$ cat src/verilog/pscc_regs.svh
// Register map, field positions, reset values and timing counts of the
// pulse sequencer channel control block. Definitions only.
`ifndef PSCC_REGS_SVH
`define PSCC_REGS_SVH
`define PSCC_A_STATUS 32'h0600000C
`define PSCC_A_DLY_LO 32'h60000010
`define PSCC_A_DLY_HI 32'h60000014
`define PSCC_A_LSTART 32'h60000018
`define PSCC_A_SEQRST 32'h6000001C
`define PSCC_A_IRQ_MASK 32'h06000020
`define PSCC_A_IRQ_PEND 32'h60000024
`define PSCC_A_CHCFG 32'h60000030
`define PSCC_A_ROLE 32'h60000034
`define PSCC_A_SLOTVER 32'h60000038
`define PSCC_A_SRCSEL 32'h60000058
`define PSCC_A_SEQSTOP 32'h6400007C
`define PSCC_A_STREL 32'h64000074
`define PSCC_IRQ_N 9
`define PSCC_IRQ_MASK_RST 9'h000
`define PSCC_ROLE_RST 1'h0
`define PSCC_SRCSEL_RST 1'h0
`define PSCC_IRQ_PSTOP_BIT 10
`define PSCC_IRQ_AQERR_BIT 11
`define PSCC_IRQ_VEC_LSB 12
`define PSCC_DLY_W 29
`define PSCC_DLY_LO_W 16
`define PSCC_DLY_HI_W 13
`define PSCC_DLY_STEP_PS 12500
`define PSCC_CLK_PERIOD_PS 25000
`define PSCC_DLY_STEPS_PER_CYC (`PSCC_CLK_PERIOD_PS / `PSCC_DLY_STEP_PS)
`define PSCC_BUS_LAT 1
`endif

$ cat src/verilog/pscc_pkg.sv
// Types shared by the pulse sequencer channel control block.
// Assumes the constants header is compiled alongside.
package pscc_pkg;
  typedef enum logic {PSCC_IDLE, PSCC_RUN} pscc_seq_e;
  // Processor side access, one cycle strobes
  typedef struct packed {
    logic wr;
    logic rd;
    logic [31:0] addr;
    logic [15:0] wdata;
  } pscc_bus_s;
  // Sequencer events, one cycle pulses
  typedef struct packed {
    logic [8:0] src;
    logic prog_stop;
    logic aq_stop_err;
    logic [3:0] vec;
    logic vec_load;
  } pscc_evt_s;
endpackage : pscc_pkg

$ cat src/verilog/pscc_irq.sv
// Interrupt mask and sticky pending bits of one sequencer channel.
// Assumes event pulses and bus strobes synchronous to core_clk.
`timescale 1ns/1ps
`default_nettype none
`include "pscc_regs.svh"
module pscc_irq import pscc_pkg::*; #(
  parameter int N = `PSCC_IRQ_N
) (
  input wire logic core_clk,
  input wire logic srst,
  input wire logic seq_clr,
  input wire pscc_evt_s evt,
  input wire logic mask_wr,
  input wire logic pend_wr,
  input wire logic [15:0] wdata,
  output logic [N-1:0] mask,
  output logic [15:0] pend_word,
  output logic irq_out
);
  logic [N-1:0] pend;
  logic pstop;
  logic aqerr;
  logic [3:0] vec;

  if (N != 9) begin : g_chk
    $error("pscc_irq serves exactly nine sources");
  end

  // Mask, cleared by reset and sequencer reset
  always_ff @(posedge core_clk) begin
    if (srst || seq_clr) begin
      mask <= `PSCC_IRQ_MASK_RST; // RL12
    end else if (mask_wr) begin
      mask <= wdata[N-1:0]; // RL12
    end
  end

  // Sticky bits: a new event wins over a write-one clear in the same cycle
  for (genvar i = 0; i < N; i++) begin : g_pend
    always_ff @(posedge core_clk) begin
      if (srst || seq_clr) begin
        pend[i] <= 1'b0;
      end else if (evt.src[i]) begin
        pend[i] <= 1'b1; // RL13
      end else if (pend_wr && wdata[i]) begin
        pend[i] <= 1'b0; // RL15
      end
    end
  end

  // Status bits 10 and 11 follow the same write-one clear; the vector changes only on a load or a reset
  always_ff @(posedge core_clk) begin
    if (srst || seq_clr) begin
      pstop <= 1'b0;
      aqerr <= 1'b0;
      vec <= 4'h0;
    end else begin
      if (evt.prog_stop) begin
        pstop <= 1'b1; // RL16
      end else if (pend_wr && wdata[`PSCC_IRQ_PSTOP_BIT]) begin
        pstop <= 1'b0;
      end
      if (evt.aq_stop_err) begin
        aqerr <= 1'b1; // RL16
      end else if (pend_wr && wdata[`PSCC_IRQ_AQERR_BIT]) begin
        aqerr <= 1'b0;
      end
      if (evt.vec_load) begin
        vec <= evt.vec; // RL17
      end
    end
  end

  assign pend_word = {vec, aqerr, pstop, 1'b0, pend}; // RL16 RL17
  assign irq_out = |(pend & mask); // RL14
endmodule : pscc_irq
`default_nettype wire

$ cat src/verilog/pscc_delay.sv
// 29-bit start delay counter loaded through two 16-bit locations.
// Assumes one cycle strobes on core_clk.
`timescale 1ns/1ps
`default_nettype none
`include "pscc_regs.svh"
module pscc_delay #(
  parameter int W = `PSCC_DLY_W,
  parameter int STEPS = `PSCC_DLY_STEPS_PER_CYC
) (
  input wire logic core_clk,
  input wire logic srst,
  input wire logic lo_wr,
  input wire logic hi_wr,
  input wire logic [15:0] wdata,
  input wire logic go,
  input wire logic abort,
  output logic [15:0] lo_value,
  output logic busy,
  output logic done
);
  logic [W-1:0] load;
  logic [W-1:0] cnt;

  if (W != `PSCC_DLY_LO_W + `PSCC_DLY_HI_W || STEPS < 1) begin : g_chk
    $error("pscc_delay width or step rate not supported");
  end

  // Load value: low word then upper 13 bits
  always_ff @(posedge core_clk) begin
    if (srst) begin
      load <= '0;
    end else begin
      if (lo_wr) begin
        load[`PSCC_DLY_LO_W-1:0] <= wdata; // RL5
      end
      if (hi_wr) begin
        load[W-1:`PSCC_DLY_LO_W] <= wdata[`PSCC_DLY_HI_W-1:0]; // RL5
      end
    end
  end
  assign lo_value = load[`PSCC_DLY_LO_W-1:0]; // RL6

  // Each clock is two 12.5 ns steps, so the count drops by STEPS per cycle
  always_ff @(posedge core_clk) begin
    if (srst || abort) begin
      cnt <= '0;
      busy <= 1'b0;
      done <= 1'b0;
    end else if (go) begin
      cnt <= load; // RL4
      busy <= 1'b1;
      done <= 1'b0;
    end else if (busy && cnt > W'(STEPS)) begin
      cnt <= cnt - W'(STEPS); // RL4
      done <= 1'b0;
    end else begin
      busy <= 1'b0;
      done <= busy;
      cnt <= '0;
    end
  end
endmodule : pscc_delay
`default_nettype wire

$ cat src/verilog/pscc_ctrl.sv
// Control and status register bank of one pulse sequencer channel.
// Assumes the processor memory port is synchronous to core_clk with one
// cycle read and write strobes; sequencer events arrive as pulses.
//
// Overview of operation
// RL1 - Status bit 2 reads 1 while the channel waits after a wait instruction.
// RL2 - Bit 1 low means master suspended; channel halts, sets suspend, raises irq four.
// RL3 - Status bit 0 is this channel's own suspend status.
// RL4 - A 29-bit counter sets the start delay in 12.5 ns steps.
// RL5 - Software loads low 16 bits and high 13 bits through two locations.
// RL6 - Low delay register reads back its stored value; high register is write-only.
// RL7 - Any write to local start moves IDLE to RUN, following the global start.
// RL8 - Reset or error interrupt forces IDLE and clears a pending acquisition start.
// RL9 - Sequencer reset write forces IDLE, clears duration and control and status.
// RL10 - Sequencer reset leaves the global acquisition start untouched.
// RL11 - Stop write, start-release write or reset also drop RUN to IDLE.
// RL12 - Nine-bit interrupt mask, one enables a source, resets to zero.
// RL13 - Sources 0 to 8 are program, stop, instruction, config, suspend, word, empty, if/else, nesting.
// RL14 - Pending bits read active high; masked sources drive irq line four.
// RL15 - Writing one clears a pending bit, writing zero leaves it.
// RL16 - Bit 9 unused, bit 10 programmed stop, bit 11 acquisition stop error.
// RL17 - Bits 15 to 12 hold a programmable vector, bit 12 least significant.
// RL18 - Configuration bits 15 to 13 give the board function code.
// RL19 - Three-bit channel number counts down; 111 is channel one.
// RL20 - Frequency and gradient channels report the attached output device in bits 1 to 0.
// RL21 - Timing channels report the fitted pulse adapter in bits 1 to 0.
// RL22 - Slot register holds slot address, board revision and subrevision.
// RL23 - Role bit selects frequency controller at 0 and gradient controller at 1.
// RL24 - Role bit survives a sequencer reset; only power-up clears it.
// RL25 - Source bit routes FIFO at 0, bypass registers at 1; resets to 0.
// RL26 - Status bit 3 mirrors the master's if/else decision.
// RL27 - With source bit 1 the bypass registers drive the serial output.
// RL28 - Strobe addresses act on the access and ignore written data.
`timescale 1ns/1ps
`default_nettype none
`include "pscc_regs.svh"
module pscc_ctrl import pscc_pkg::*; #(
  parameter int OUT_W = 49,
  parameter int DUR_W = 32
) (
  input wire logic core_clk,
  input wire logic srst,
  input wire pscc_bus_s bus,
  output logic [15:0] rdata,
  output logic ready,
  input wire pscc_evt_s evt,
  input wire logic global_acquisition_start,
  input wire logic wait_state,
  input wire logic suspend_window_n,
  input wire logic at_suspend_instr,
  input wire logic resume,
  input wire logic if_else_sel,
  input wire logic [11:0] status_upper,
  input wire logic [15:0] channel_config_in,
  input wire logic [15:0] slot_version_in,
  input wire logic [OUT_W-1:0] fifo_word,
  input wire logic [OUT_W-1:0] bypass_word,
  output logic [OUT_W-1:0] realtime_pulse_output,
  output pscc_seq_e seq_state,
  output logic acq_start_pending,
  output logic delay_busy,
  output logic channel_go,
  output logic own_suspend,
  output logic role_gradient,
  output logic bypass_sel,
  output logic [DUR_W-1:0] run_duration,
  output logic processor_irq_line_four
);
  logic wr_lo;
  logic wr_hi;
  logic wr_lstart;
  logic wr_seqrst;
  logic wr_mask;
  logic wr_pend;
  logic wr_role;
  logic wr_src;
  logic wr_stop;
  logic wr_strel;
  logic err_evt;
  logic dly_done;
  logic [15:0] dly_lo;
  logic [8:0] irq_mask;
  logic [15:0] irq_pend;
  logic [15:0] status_word;
  logic [15:0] next_rdata;
  pscc_evt_s evt_all;
  logic irq_raw;

  if (OUT_W < 1 || DUR_W < 1) begin : g_chk
    $error("pscc_ctrl widths must be positive");
  end

  // Address match for a write strobe; only the access counts, not data
  function automatic logic hit_wr(input pscc_bus_s b, input logic [31:0] a);
    hit_wr = b.wr && (b.addr == a);
  endfunction : hit_wr

  // Write decode
  // Status is read-only and has no write decode
  assign wr_lo = hit_wr(bus, `PSCC_A_DLY_LO);
  assign wr_hi = hit_wr(bus, `PSCC_A_DLY_HI);
  assign wr_lstart = hit_wr(bus, `PSCC_A_LSTART); // RL28
  assign wr_seqrst = hit_wr(bus, `PSCC_A_SEQRST); // RL28
  assign wr_mask = hit_wr(bus, `PSCC_A_IRQ_MASK);
  assign wr_pend = hit_wr(bus, `PSCC_A_IRQ_PEND);
  assign wr_role = hit_wr(bus, `PSCC_A_ROLE);
  assign wr_src = hit_wr(bus, `PSCC_A_SRCSEL);
  assign wr_stop = hit_wr(bus, `PSCC_A_SEQSTOP);
  assign wr_strel = hit_wr(bus, `PSCC_A_STREL);

  // Error class sources: illegal instruction, configuration, word, nesting
  // Stop, suspend and empty FIFO are not errors
  assign err_evt = evt_all.src[2] | evt_all.src[3] | evt_all.src[5] | evt_all.src[8];

  // Suspend events from this channel join the external set as source 4
  always_comb begin
    evt_all = evt;
    evt_all.src[4] = evt.src[4] | (at_suspend_instr & ~suspend_window_n); // RL2
  end

  // RUN and IDLE of the sequencer part
  // Reset and errors win over any strobe
  always_ff @(posedge core_clk) begin
    if (srst || err_evt) begin
      seq_state <= PSCC_IDLE; // RL8
    end else if (wr_seqrst || wr_stop || wr_strel) begin
      seq_state <= PSCC_IDLE; // RL9 RL11
    end else if (wr_lstart) begin
      seq_state <= PSCC_RUN; // RL7
    end
  end

  // Pending acquisition start; the sequencer reset strobe is left out on
  // purpose so a start already seen on the shared bus is not lost
  always_ff @(posedge core_clk) begin
    if (srst || err_evt || wr_stop || wr_strel) begin
      acq_start_pending <= 1'b0; // RL8
    end else if (seq_state == PSCC_RUN && global_acquisition_start) begin
      acq_start_pending <= 1'b1; // RL7 RL10
    end else if (dly_done) begin
      acq_start_pending <= 1'b0;
    end
  end

  // Channel go pulse once the start delay has run out
  // A stop before the count ends suppresses it
  always_ff @(posedge core_clk) begin
    if (srst) begin
      channel_go <= 1'b0;
    end else begin
      channel_go <= dly_done && seq_state == PSCC_RUN && acq_start_pending;
    end
  end

  // Operating duration, cleared by reset and sequencer reset
  // Wraps at full scale, no saturation
  always_ff @(posedge core_clk) begin
    if (srst || wr_seqrst) begin
      run_duration <= '0; // RL9
    end else if (seq_state == PSCC_RUN && acq_start_pending) begin
      run_duration <= run_duration + DUR_W'(1);
    end
  end

  // Own suspend: set on a suspend instruction while the master suspends
  // A set beats a resume in the same cycle
  always_ff @(posedge core_clk) begin
    if (srst || wr_seqrst) begin
      own_suspend <= 1'b0;
    end else if (at_suspend_instr && !suspend_window_n) begin
      own_suspend <= 1'b1; // RL2 RL3
    end else if (resume) begin
      own_suspend <= 1'b0; // RL3
    end
  end

  // Role survives sequencer reset; only srst or a role write with bit 0 low returns it to frequency mode
  always_ff @(posedge core_clk) begin
    if (srst) begin
      role_gradient <= `PSCC_ROLE_RST; // RL24
    end else if (wr_role) begin
      role_gradient <= bus.wdata[0]; // RL23
    end
  end

  // Output source select
  // Bypass words come from another block
  always_ff @(posedge core_clk) begin
    if (srst) begin
      bypass_sel <= `PSCC_SRCSEL_RST; // RL25
    end else if (wr_src) begin
      bypass_sel <= bus.wdata[0]; // RL25
    end
  end

  // Registered output word so the pins never see a decode glitch
  always_ff @(posedge core_clk) begin
    if (srst) begin
      realtime_pulse_output <= '0;
    end else begin
      realtime_pulse_output <= bypass_sel ? bypass_word : fifo_word; // RL27
    end
  end

  // Status word; upper bits come from the sequencer and FIFO
  // Bit 1 is low while the master suspends
  assign status_word = {status_upper, if_else_sel, wait_state, suspend_window_n,
                        own_suspend}; // RL1 RL2 RL3 RL26

  // Read mux; write-only and unmapped locations read zero
  // Decoded in the strobe cycle only
  always_comb begin
    next_rdata = 16'h0000;
    if (bus.rd) begin
      unique case (bus.addr)
        `PSCC_A_STATUS: next_rdata = status_word;
        `PSCC_A_DLY_LO: next_rdata = dly_lo; // RL6
        `PSCC_A_IRQ_PEND: next_rdata = irq_pend; // RL14
        `PSCC_A_CHCFG: next_rdata = channel_config_in; // RL18 RL19 RL20 RL21
        `PSCC_A_SLOTVER: next_rdata = slot_version_in; // RL22
        default: next_rdata = 16'h0000;
      endcase
    end
  end

  // Read data and ready one cycle after the strobe
  // Writes are answered too, so none stalls
  always_ff @(posedge core_clk) begin
    if (srst) begin
      rdata <= 16'h0000;
      ready <= 1'b0;
    end else begin
      rdata <= next_rdata;
      ready <= bus.rd | bus.wr;
    end
  end

  // Start delay; any drop to IDLE aborts it
  pscc_delay u_delay (
    .core_clk(core_clk),
    .srst(srst),
    .lo_wr(wr_lo),
    .hi_wr(wr_hi),
    .wdata(bus.wdata),
    .go(seq_state == PSCC_RUN && global_acquisition_start && !acq_start_pending),
    .abort(err_evt || wr_seqrst || wr_stop || wr_strel),
    .lo_value(dly_lo),
    .busy(delay_busy),
    .done(dly_done)
  );

  // Interrupt bank; sequencer reset clears it
  pscc_irq u_irq (
    .core_clk(core_clk),
    .srst(srst),
    .seq_clr(wr_seqrst),
    .evt(evt_all),
    .mask_wr(wr_mask),
    .pend_wr(wr_pend),
    .wdata(bus.wdata),
    .mask(irq_mask),
    .pend_word(irq_pend),
    .irq_out(irq_raw)
  );

  // Interrupt line is a flop so the processor never sees decode hazards
  // This costs one cycle of latency
  always_ff @(posedge core_clk) begin
    if (srst) begin
      processor_irq_line_four <= 1'b0;
    end else begin
      processor_irq_line_four <= irq_raw; // RL14
    end
  end
endmodule : pscc_ctrl
`default_nettype wire

$ cat config.mk
export PLATFORM = sky130hd
export DESIGN_NAME = pscc_ctrl
export DESIGN_NICKNAME = d
export VERILOG_FILES = /design/src/verilog/pscc_pkg.sv /design/src/verilog/pscc_irq.sv /design/src/verilog/pscc_delay.sv /design/src/verilog/pscc_ctrl.sv
export VERILOG_INCLUDE_DIRS = /design/src /design/src/verilog
export SDC_FILE = /design/constraint.sdc
export NUM_CORES = 1
export LEC_CHECK = 0
export BUFFER_PORTS_ARGS = -buffer_cell sky130_fd_sc_hd__buf_4
export CORE_MARGIN = 10
export CORE_UTILIZATION = 53
export DETAILED_ROUTE_END_ITERATION = 6
export PLACE_DENSITY = 0.95
export SETUP_SLACK_MARGIN = 0.2
export SLEW_MARGIN = 15
export SYNTH_ARGS = -nofsm -noshare
export SYNTH_HDL_FRONTEND = slang
export SYNTH_HIERARCHICAL = 1
export SYNTH_SLANG_ARGS = --single-unit
$ cat constraint.sdc
create_clock -name core_clk -period 6.7 [get_ports core_clk]
set_input_delay 1.34 -clock core_clk [delete_from_list [all_inputs] [get_ports core_clk]]
set_output_delay 1.34 -clock core_clk [all_outputs]
set_load 0.05 [all_outputs]
; ---- After elaboration in Yosys (flattened, before gate mapping)
; Cells that the tools add are included.
[word_totals]
ff_bits = 189
inputBits = 216
out_inout_bits = 106
elab_cells = 144
[op_classes]
addsub = 2
order_cmp = 1
eq_ne = 14
mux = 32
bitwise_logic = 9
n_reduce_logical = 57
[op_table]
columns = operator, n
row1 = $eq 32x31->1 const B, 11
row2 = $pmux 16 s5, 1
row3 = $eq 32x27->1 const B, 2
row4 = $mux 29, 2
row5 = $mux 49, 1
row6 = $add 32x1->32 const B, 1
row7 = $gt 29x2->1 const B, 1
row8 = $sub 29x2->29 const B, 1
row9 = $logic_and 1x1->1, 28
row10 = $mux 1, 28
row11 = $reduce_bool 2->1, 13
row12 = $logic_or 1x1->1, 10
row13 = $and 9x9->9, 1
row14 = $reduce_or 9->1, 1
row15 = $or 1x1->1, 5
row16 = $reduce_or 2->1, 2
row17 = $reduce_or 3->1, 1
row18 = $logic_not 1->1, 2
row19 = $ne 2x1->1 const B, 1
row20 = $not 1->1, 2
row21 = $and 1x1->1, 1

; ---- Depth between registers and ports, before layout
; Gate-level depths: netlist of run 1.
[logic_depth]
depth_word = 8
mapped_depth = 11
mapped_depth_nobuf = 9

; ---- By module
; Netlist of run 1, hierarchy kept.
[by_module_without_submodules]
columns = module, n_inst, cells_per_inst, area_each_um2, seq_area_each_um2
row1 = pscc_ctrl, 1, 499, 4755.8, 2102.0
row2 = pscc_delay, 1, 296, 2761.4, 1201.2
row3 = pscc_irq, 1, 99, 924.6, 480.5

; ---- Worst setup path before layout of run 1
; No wires, ideal clock.
[synth_path]
path_kind = in2reg
from = input bus[18] (netlist bit)
to = register u_delay.load[10]
setup_time_ns = 0.128
t_arrival_ns = 3.680
required_ns = 6.572
setup_slack_ns = 2.892
path_stages = 10
path_buffers = 5
path_cell_list = buf_2 -> nor4_4 -> and3_1 -> buf_4 -> buf_2 -> and3_1 -> clkbuf_1 -> clkbuf_1 -> mux2i_1 -> nor2_1
[synth_between]
elab_chain_len = 2
[synth_rtl]
columns = item, line
row1 = start: declaration, pscc_ctrl.sv:43  ; input wire pscc_bus_s bus,
row2 = $eq 32x31->1, pscc_ctrl.sv:95  ; hit_wr = b.wr && (b.addr == a);
row3 = $logic_and 1x1->1, pscc_ctrl.sv:95
row4 = via wr_lo, pscc_ctrl.sv:69  ; logic wr_lo;
row5 = end signal: indexed assignment, pscc_delay.sv:34  ; load[`PSCC_DLY_LO_W-1:0] <= wdata;
row6 = end signal: indexed assignment, pscc_delay.sv:37  ; load[W-1:`PSCC_DLY_LO_W] <= wdata[`PSCC_DLY_HI_W-1:0];
row7 = end: declaration, pscc_delay.sv:21  ; logic [W-1:0] load;
; The timed path passes the listed nets, and every way through them passes these cells.
; A chain may end at the register's enable or synchronous reset.

; ---- Worst setup path in the final report of run 1
[layout_path]
from = input bus[18] (netlist bit)
to = register u_delay.load[3]
; The elaborated chain is that of the path after synthesis.

==> run summary, run 1 <==
vias per cell: 5.66
Die H: 146 um
# nets final: 1386
clock root cell: clkbuf_16
initial antenna violation count: 0
ANT cells: 0
Area Overhead vs Synth: 34.0%
Synth area leaders: dfxtp_1 45%, mux2i_1 11%, nor2_1 7.3%
final setup fails: 0
final worst path period need: 4170 ps
Final Max Slew Viols: 0
DR WL/cell: 20.3 um
PwrDens: 212 nW/um2
largest net degree at the start of global routing: 90
Starting Density: 53.5%
RSZ-0062 raised after global routing: false
cts hold-fix bufs: 0
Async SR Flop Fraction: 0%
core area: 15800 um2
Fillers: 1112
Num CTS Buffers: 17
dpl hpwl: 21600 um
WL final: 28400 um
clock sinks: 189
post-synth top area share: 44.8%
deepest clock path buffer count: 2
CTS tree: built
violated checks: design-rule violations
Worst EP required: 6980 ps
Seq/Total Area, Yosys: 44.8%
Register Area: 3780 um2
FP Rows: 46
Post-DP Area: 10700 um2
fin area: 11300 um2
Top FF cell, synth: dfxtp_1
CP Class: input port to flip-flop
post-synthesis cell count: 894
vias in the first global route: 8149
Critical R2R Launch: u_delay/cnt[11]
max_slew headroom: 30.7%
Setup TNS: 0 ps
Routed Antenna Nets: 0
Avg Cell Area, Syn: 9.44 um2
Final Hold Viols: 0
CTS clk-pin slew, worst paths: 70 ps
Post-synth EDFFs: 0
# H-tree levels: 4
CP Capture Type: flip-flop
crit path DAT: 4460 ps
Final Core Density: 71.7%
Max Cap Viol: 0
fin cells: 1397
r2r endpoint: u_delay/cnt[3]
Min-Delay Path Class: flip-flop to flip-flop
Max VDD drop: 176 uV
Syn Nets: 1112
gpl congestion: 0.923
Distinct cells, synth: 60
min-delay src: u_delay/load[18]
Worst-Skew Late Latency: 440 ps
DR vias: 7908
drt pass-1 iters: 7
R2R setup slack: 4160 ps
area of the multi-input gates: 4210 um2
Mapped Area: 8440 um2
hold path cells: 2
worst-margin pin slew: 1040 ps
Static Leakage: 4.71 nW
fraction of layout cells with a size suffix above 1: 33.8%
DP Cell Count: 1365
DRT iter0 DRCs: 775
# DRC: 17
gr ovfl total: 0
number of setup buffers added after CTS: 0
Final Skew: 12.7 ps
number of I/O pins: 322
Synth Warn #: 6
status: finished with violations
max frequency: 240 MHz
R2R cell count: 5
#FFs+latches synth: 189
first-pass GRT wire length: 44100 um
die area: 21400 um2
post_cts resized: 0
type of element launching the critical path: input port
Die Wd: 146 um
I/O Buffers: 321
Synth area leader: dfxtp_1
all-layer global routing usage: 25.2%
Hold EP: u_delay/cnt[18]
Tcrit/Tclk final: 62.3%
CP Max Fanout: 18
==> synthesized netlist by cell type (4+ instances only) <==
cell / instances
a21oi_1: 18
a222oi_1: 17
a22o_1: 17
a2bb2oi_1: 16
and2_1: 6
and3_1: 9
and4_1: 4
buf_1: 7
buf_2: 14
buf_4: 20
buf_6: 5
clkbuf_1: 22
dfxtp_1: 189
inv_1: 7
mux2i_1: 92
nand2_1: 61
nand2b_1: 5
nand3_1: 24
nand4_1: 16
nor2_1: 165
nor2_2: 4
nor2b_1: 4
nor3_1: 11
nor3b_1: 4
nor4_1: 15
nor4_4: 6
o21ai_0: 10
o21ai_2: 20
or2_1: 5
or3_1: 5
or4_1: 7
xnor2_1: 23
xor2_1: 30
==> logic make-up after synthesis <==
group	share of synthesized area, %
AND/OR/NAND/NOR	22.3
other	0.0444
AO/OA/AOI/OAI	10.8
adder cells (fa/ha/maj)	0.296
flip-flops	44.8
multiplexers	10.9
XOR/XNOR	5.50
buffers and inverters	5.35
==> routing by layer <==
layer	GRT usage (%)	share of wire, %	vias up
li1	-	-	3679
met1	28.7	38	3736
met2	44.2	50	420
met3	5.75	7.8	73
met4	11.2	4.1	0
met5	0	0	-
==> worst max-delay path by stage <==
stage,cells after the start,startpoint,end
4_1_cts,6,bus[18],u_delay/load[2]
3_5_place_dp,6,bus[18],u_delay/load[3]
6_report,6,bus[18],u_delay/load[3]
5_1_grt,6,bus[18],u_delay/load[3]
3_3_place_gp,6,bus[18],u_delay/load[12]
2_1_floorplan,10,bus[18],u_delay/load[10]
==> where the power goes <==
| part | total (mW) | switching (mW) | leakage, nW | internal [mW] |
|---|---|---|---|---|
| sequential | 1.16 | 0.00999 | 1.54 | 1.15 |
| clock | 0.978 | 0.483 | 0.280 | 0.495 |
| combinational | 0.261 | 0.140 | 2.89 | 0.121 |
==> state kept, by name (all words and copies together) (netlist names), 4 cells and up <==
register,flops
u_irq/mask,9
u_irq/vec,4
realtime_pulse_output,49
u_irq/pend_word,9
u_delay/load,29
u_delay/cnt,29
rdata,16
run_duration,32
==> cell usage in the layout, fill, tap and decap left out, drive strengths merged, types with 14 or more instances in the layout <==
cell type,count
a21oi,18
a222oi,17
a22o,17
a2bb2oi,16
buf,325
clkbuf,17
dfxtp,189
inv,14
mux2i,92
nand2,61
nand3,26
nand4,17
nor2,169
nor4,22
o21ai,31
xnor2,23
xor2,30
==> cell type report <==
cell class	count	area share, %
multi-input combinational	628	37.3
sequential	189	33.5
timing repair buffer	325	21.6
clock buffer	17	3.76
tap	216	2.39
clock inverter	15	1.32
inverter	7	0.232
==> stage by stage <==
stage | worst slack, ps | hold WS [ps] | power (mW)
after floorplan | 2890 | 424 | 1.29
after global placement | 2350 | 438 | 1.43
after detailed placement | 2190 | 447 | 1.44
after CTS | 2620 | 463 | 2.40
after global routing | 2380 | 483 | 2.47
final | 2530 | 465 | 2.39
==> worst max-delay path, stage by stage <==
cell,delay (ps)
buf_4,160
nor4_4,870
and3_1,720
and3_1,950
mux2i_1,330
nor2_1,70
Note: power is estimated with default switching activity, not from simulation.
==> run 2, diff against run 1 <==
CORE_UTILIZATION = 45   (was 53)
PLACE_DENSITY = 0.86   (was 0.95)
clock period = 3.4 ns   (was 6.7 ns; I/O delays follow)
==> run summary, run 2 (synthesis gave the netlist of run 1 again) <==
status: finished, final reports clean
crit path DAT: 2840 ps (-1620 ps)
commonest non-fill, non-tap cell in the layout: buf_4
Starting Density: 45.4% (-8.1 points)
final setup fails: 0 (unchanged)
vias per cell: 5.43 (-4.0%)
Net Sw Frac: 25.4% (-1.1 points)
type of element launching the critical path: flip-flop
Max Cap Viol: 0 (unchanged)
largest net degree at the start of global routing: 72 (-20%)
hold path cells: 3 (+1)
Logic pwr share: 10.8% (about the same)
number of setup buffers added after CTS: 0 (unchanged)
initial antenna violation count: 0 (unchanged)
Die Wd: 157 um (+7.4%)
Final Skew: 11.0 ps (-1.70 ps)
Clk pwr share: 41.0% (+0.2 points)
Worst EP required: 3690 ps (-3290 ps)
# nets final: 1399 (+0.94%)
cts hold-fix bufs: 0 (unchanged)
Die H: 157 um (+7.4%)
Routed Antenna Nets: 0 (unchanged)
gpl congestion: 0.897 (-2.9%)
DP Cell Count: 1396 (+2.3%)
WL final: 27600 um (-3.0%)
Static Leakage: 4.76 nW (+1.1%)
Reg power frac: 48.2% (about the same)
clock sinks: 189 (unchanged)
max reg flops: 49 (unchanged)
vias in the first global route: 7692 (-5.6%)
Max VDD drop: 337 uV (+92%)
commonest cells after routing, fill and taps aside: 338 x buf_4, 188 x dfxtp_1, 165 x nor2_1
Critical R2R Launch: u_delay/cnt[18]
Area Overhead vs Synth: 35.3%
worst-margin pin slew: 730 ps (-310 ps)
gr ovfl total: 0 (unchanged)
most flop-heavy register: realtime_pulse_output
fin cells: 1427 (+2.1%)
CP Max Fanout: 25 (+7)
PwrDens: 414 nW/um2 (+96%)
I/O Buffers: 321 (unchanged)
CP Class: flip-flop to flip-flop
Hold EP: u_irq/pstop
final worst path period need: 2550 ps
fraction of layout cells with a size suffix above 1: 34.2% (+0.41 points)
core area: 18600 um2 (+18%)
# DRC: 0 (-17)
Tot Pwr: 4.73 mW (+97%)
CP Capture Type: flip-flop
first-pass GRT wire length: 41500 um (-5.8%)
# H-tree levels: 4 (unchanged)
r2r endpoint: u_delay/cnt[6]
CTS tree: built
Switch Pwr: 1.20 mW (+90%)
dpl hpwl: 21300 um (-0.99%)
Min-Delay Path Class: input port to flip-flop
Final Hold Viols: 0 (unchanged)
Worst-Skew Late Latency: 430 ps (about the same)
R2R cell count: 5 (unchanged)
max_slew headroom: 51.3% (+21 points)
DRT iter0 DRCs: 727 (-6.2%)
Num CTS Buffers: 17 (unchanged)
Hold Slack: 450 ps (-15.1 ps)
all-layer global routing usage: 21.1% (-4.1 points)
Setup TNS: 0 ps (unchanged)
max frequency: 392 MHz
drt pass-1 iters: 7 (unchanged)
RSZ-0062 raised after global routing: false
DR WL/cell: 19.3 um (-5.0%)
deepest clock path buffer count: 2 (unchanged)
Int Power: 3.53 mW (+100%)
post_cts resized: 0 (unchanged)
ANT cells: 0 (unchanged)
number of I/O pins: 322 (unchanged)
R2R setup slack: 850 ps (-3310 ps)
top flop regs: realtime_pulse_output (49), run_duration (32)
FP Rows: 50 (+8.7%)
Tcrit/Tclk final: 75.0%
CTS clk-pin slew, worst paths: 70 ps (about the same)
DR vias: 7752 (-2.0%)
clock root cell: clkbuf_16
die area: 24600 um2 (+15%)
Final Max Slew Viols: 0 (unchanged)
min-delay src: evt[6]
run 2: changes by cell type in the layout (fill, tap and decap cells not counted), sizes merged:
cell,previous run,this run
clkinv,7,2
buf,325,338
clkbuf,17,19
clkinvlp,1,4
bufinv,0,1
inv,14,12
run 2: worst max-delay path by stage:
| stage | start | to |
|---|---|---|
| global route | evt[10] | u_delay/cnt[6] |
| global placement | evt[10] | u_delay/cnt[28] |
| floorplan | bus[18] | u_delay/load[10] |
| CTS | u_delay/cnt[18] | u_delay/cnt[6] |
| detailed placement | evt[10] | u_delay/cnt[4] |
| finish | u_delay/cnt[18] | u_delay/cnt[6] |
run 2: worst max-delay path, stage by stage (launching register included):
cell and delay, ps:
dfxtp_1 340, or4_1 540, or2_1 370, or4_4 620
nand3_4 360, o21ai_0 170
run 2: layer usage:
metal | up-vias | track usage, % | routed length [um]
li1 | 3708 | - | -
met1 | 3697 | 23.7 | 10500
met2 | 313 | 36.9 | 13800
met3 | 34 | 7.04 | 2710
met4 | 0 | 6.74 | 541
met5 | - | 0 | 0
run 2: final cells by class:
cell class,instances,area [um2]
Sequential cell,189,3780
Tap cell,234,293
Timing Repair Buffer,338,2540
Clock inverter,12,133
Clock buffer,19,433
Fill cell,1585,7160
Multi-Input combinational cell,628,4210
Inverter,7,26.3
run 2: stage by stage:
step	utilization (%)	instance area [um2]	setup slack, ps
2_1_floorplan	-	8440	252
3_3_place_gp	58.4	10900	596
3_5_place_dp	58.4	10900	462
4_1_cts	61.5	11400	863
5_1_grt	61.5	11400	733
6_report	61.5	11400	852
run 2: power by group through the flow:
stage | registers (mW) | clock network (mW) | logic, mW
5_1_grt | 2.28 | 2.07 | 0.544
2_1_floorplan | 2.44 | 0 | 0.103
6_report | 2.28 | 1.94 | 0.513
3_5_place_dp | 2.33 | 0 | 0.512
4_1_cts | 2.28 | 1.97 | 0.513
3_3_place_gp | 2.33 | 0 | 0.505
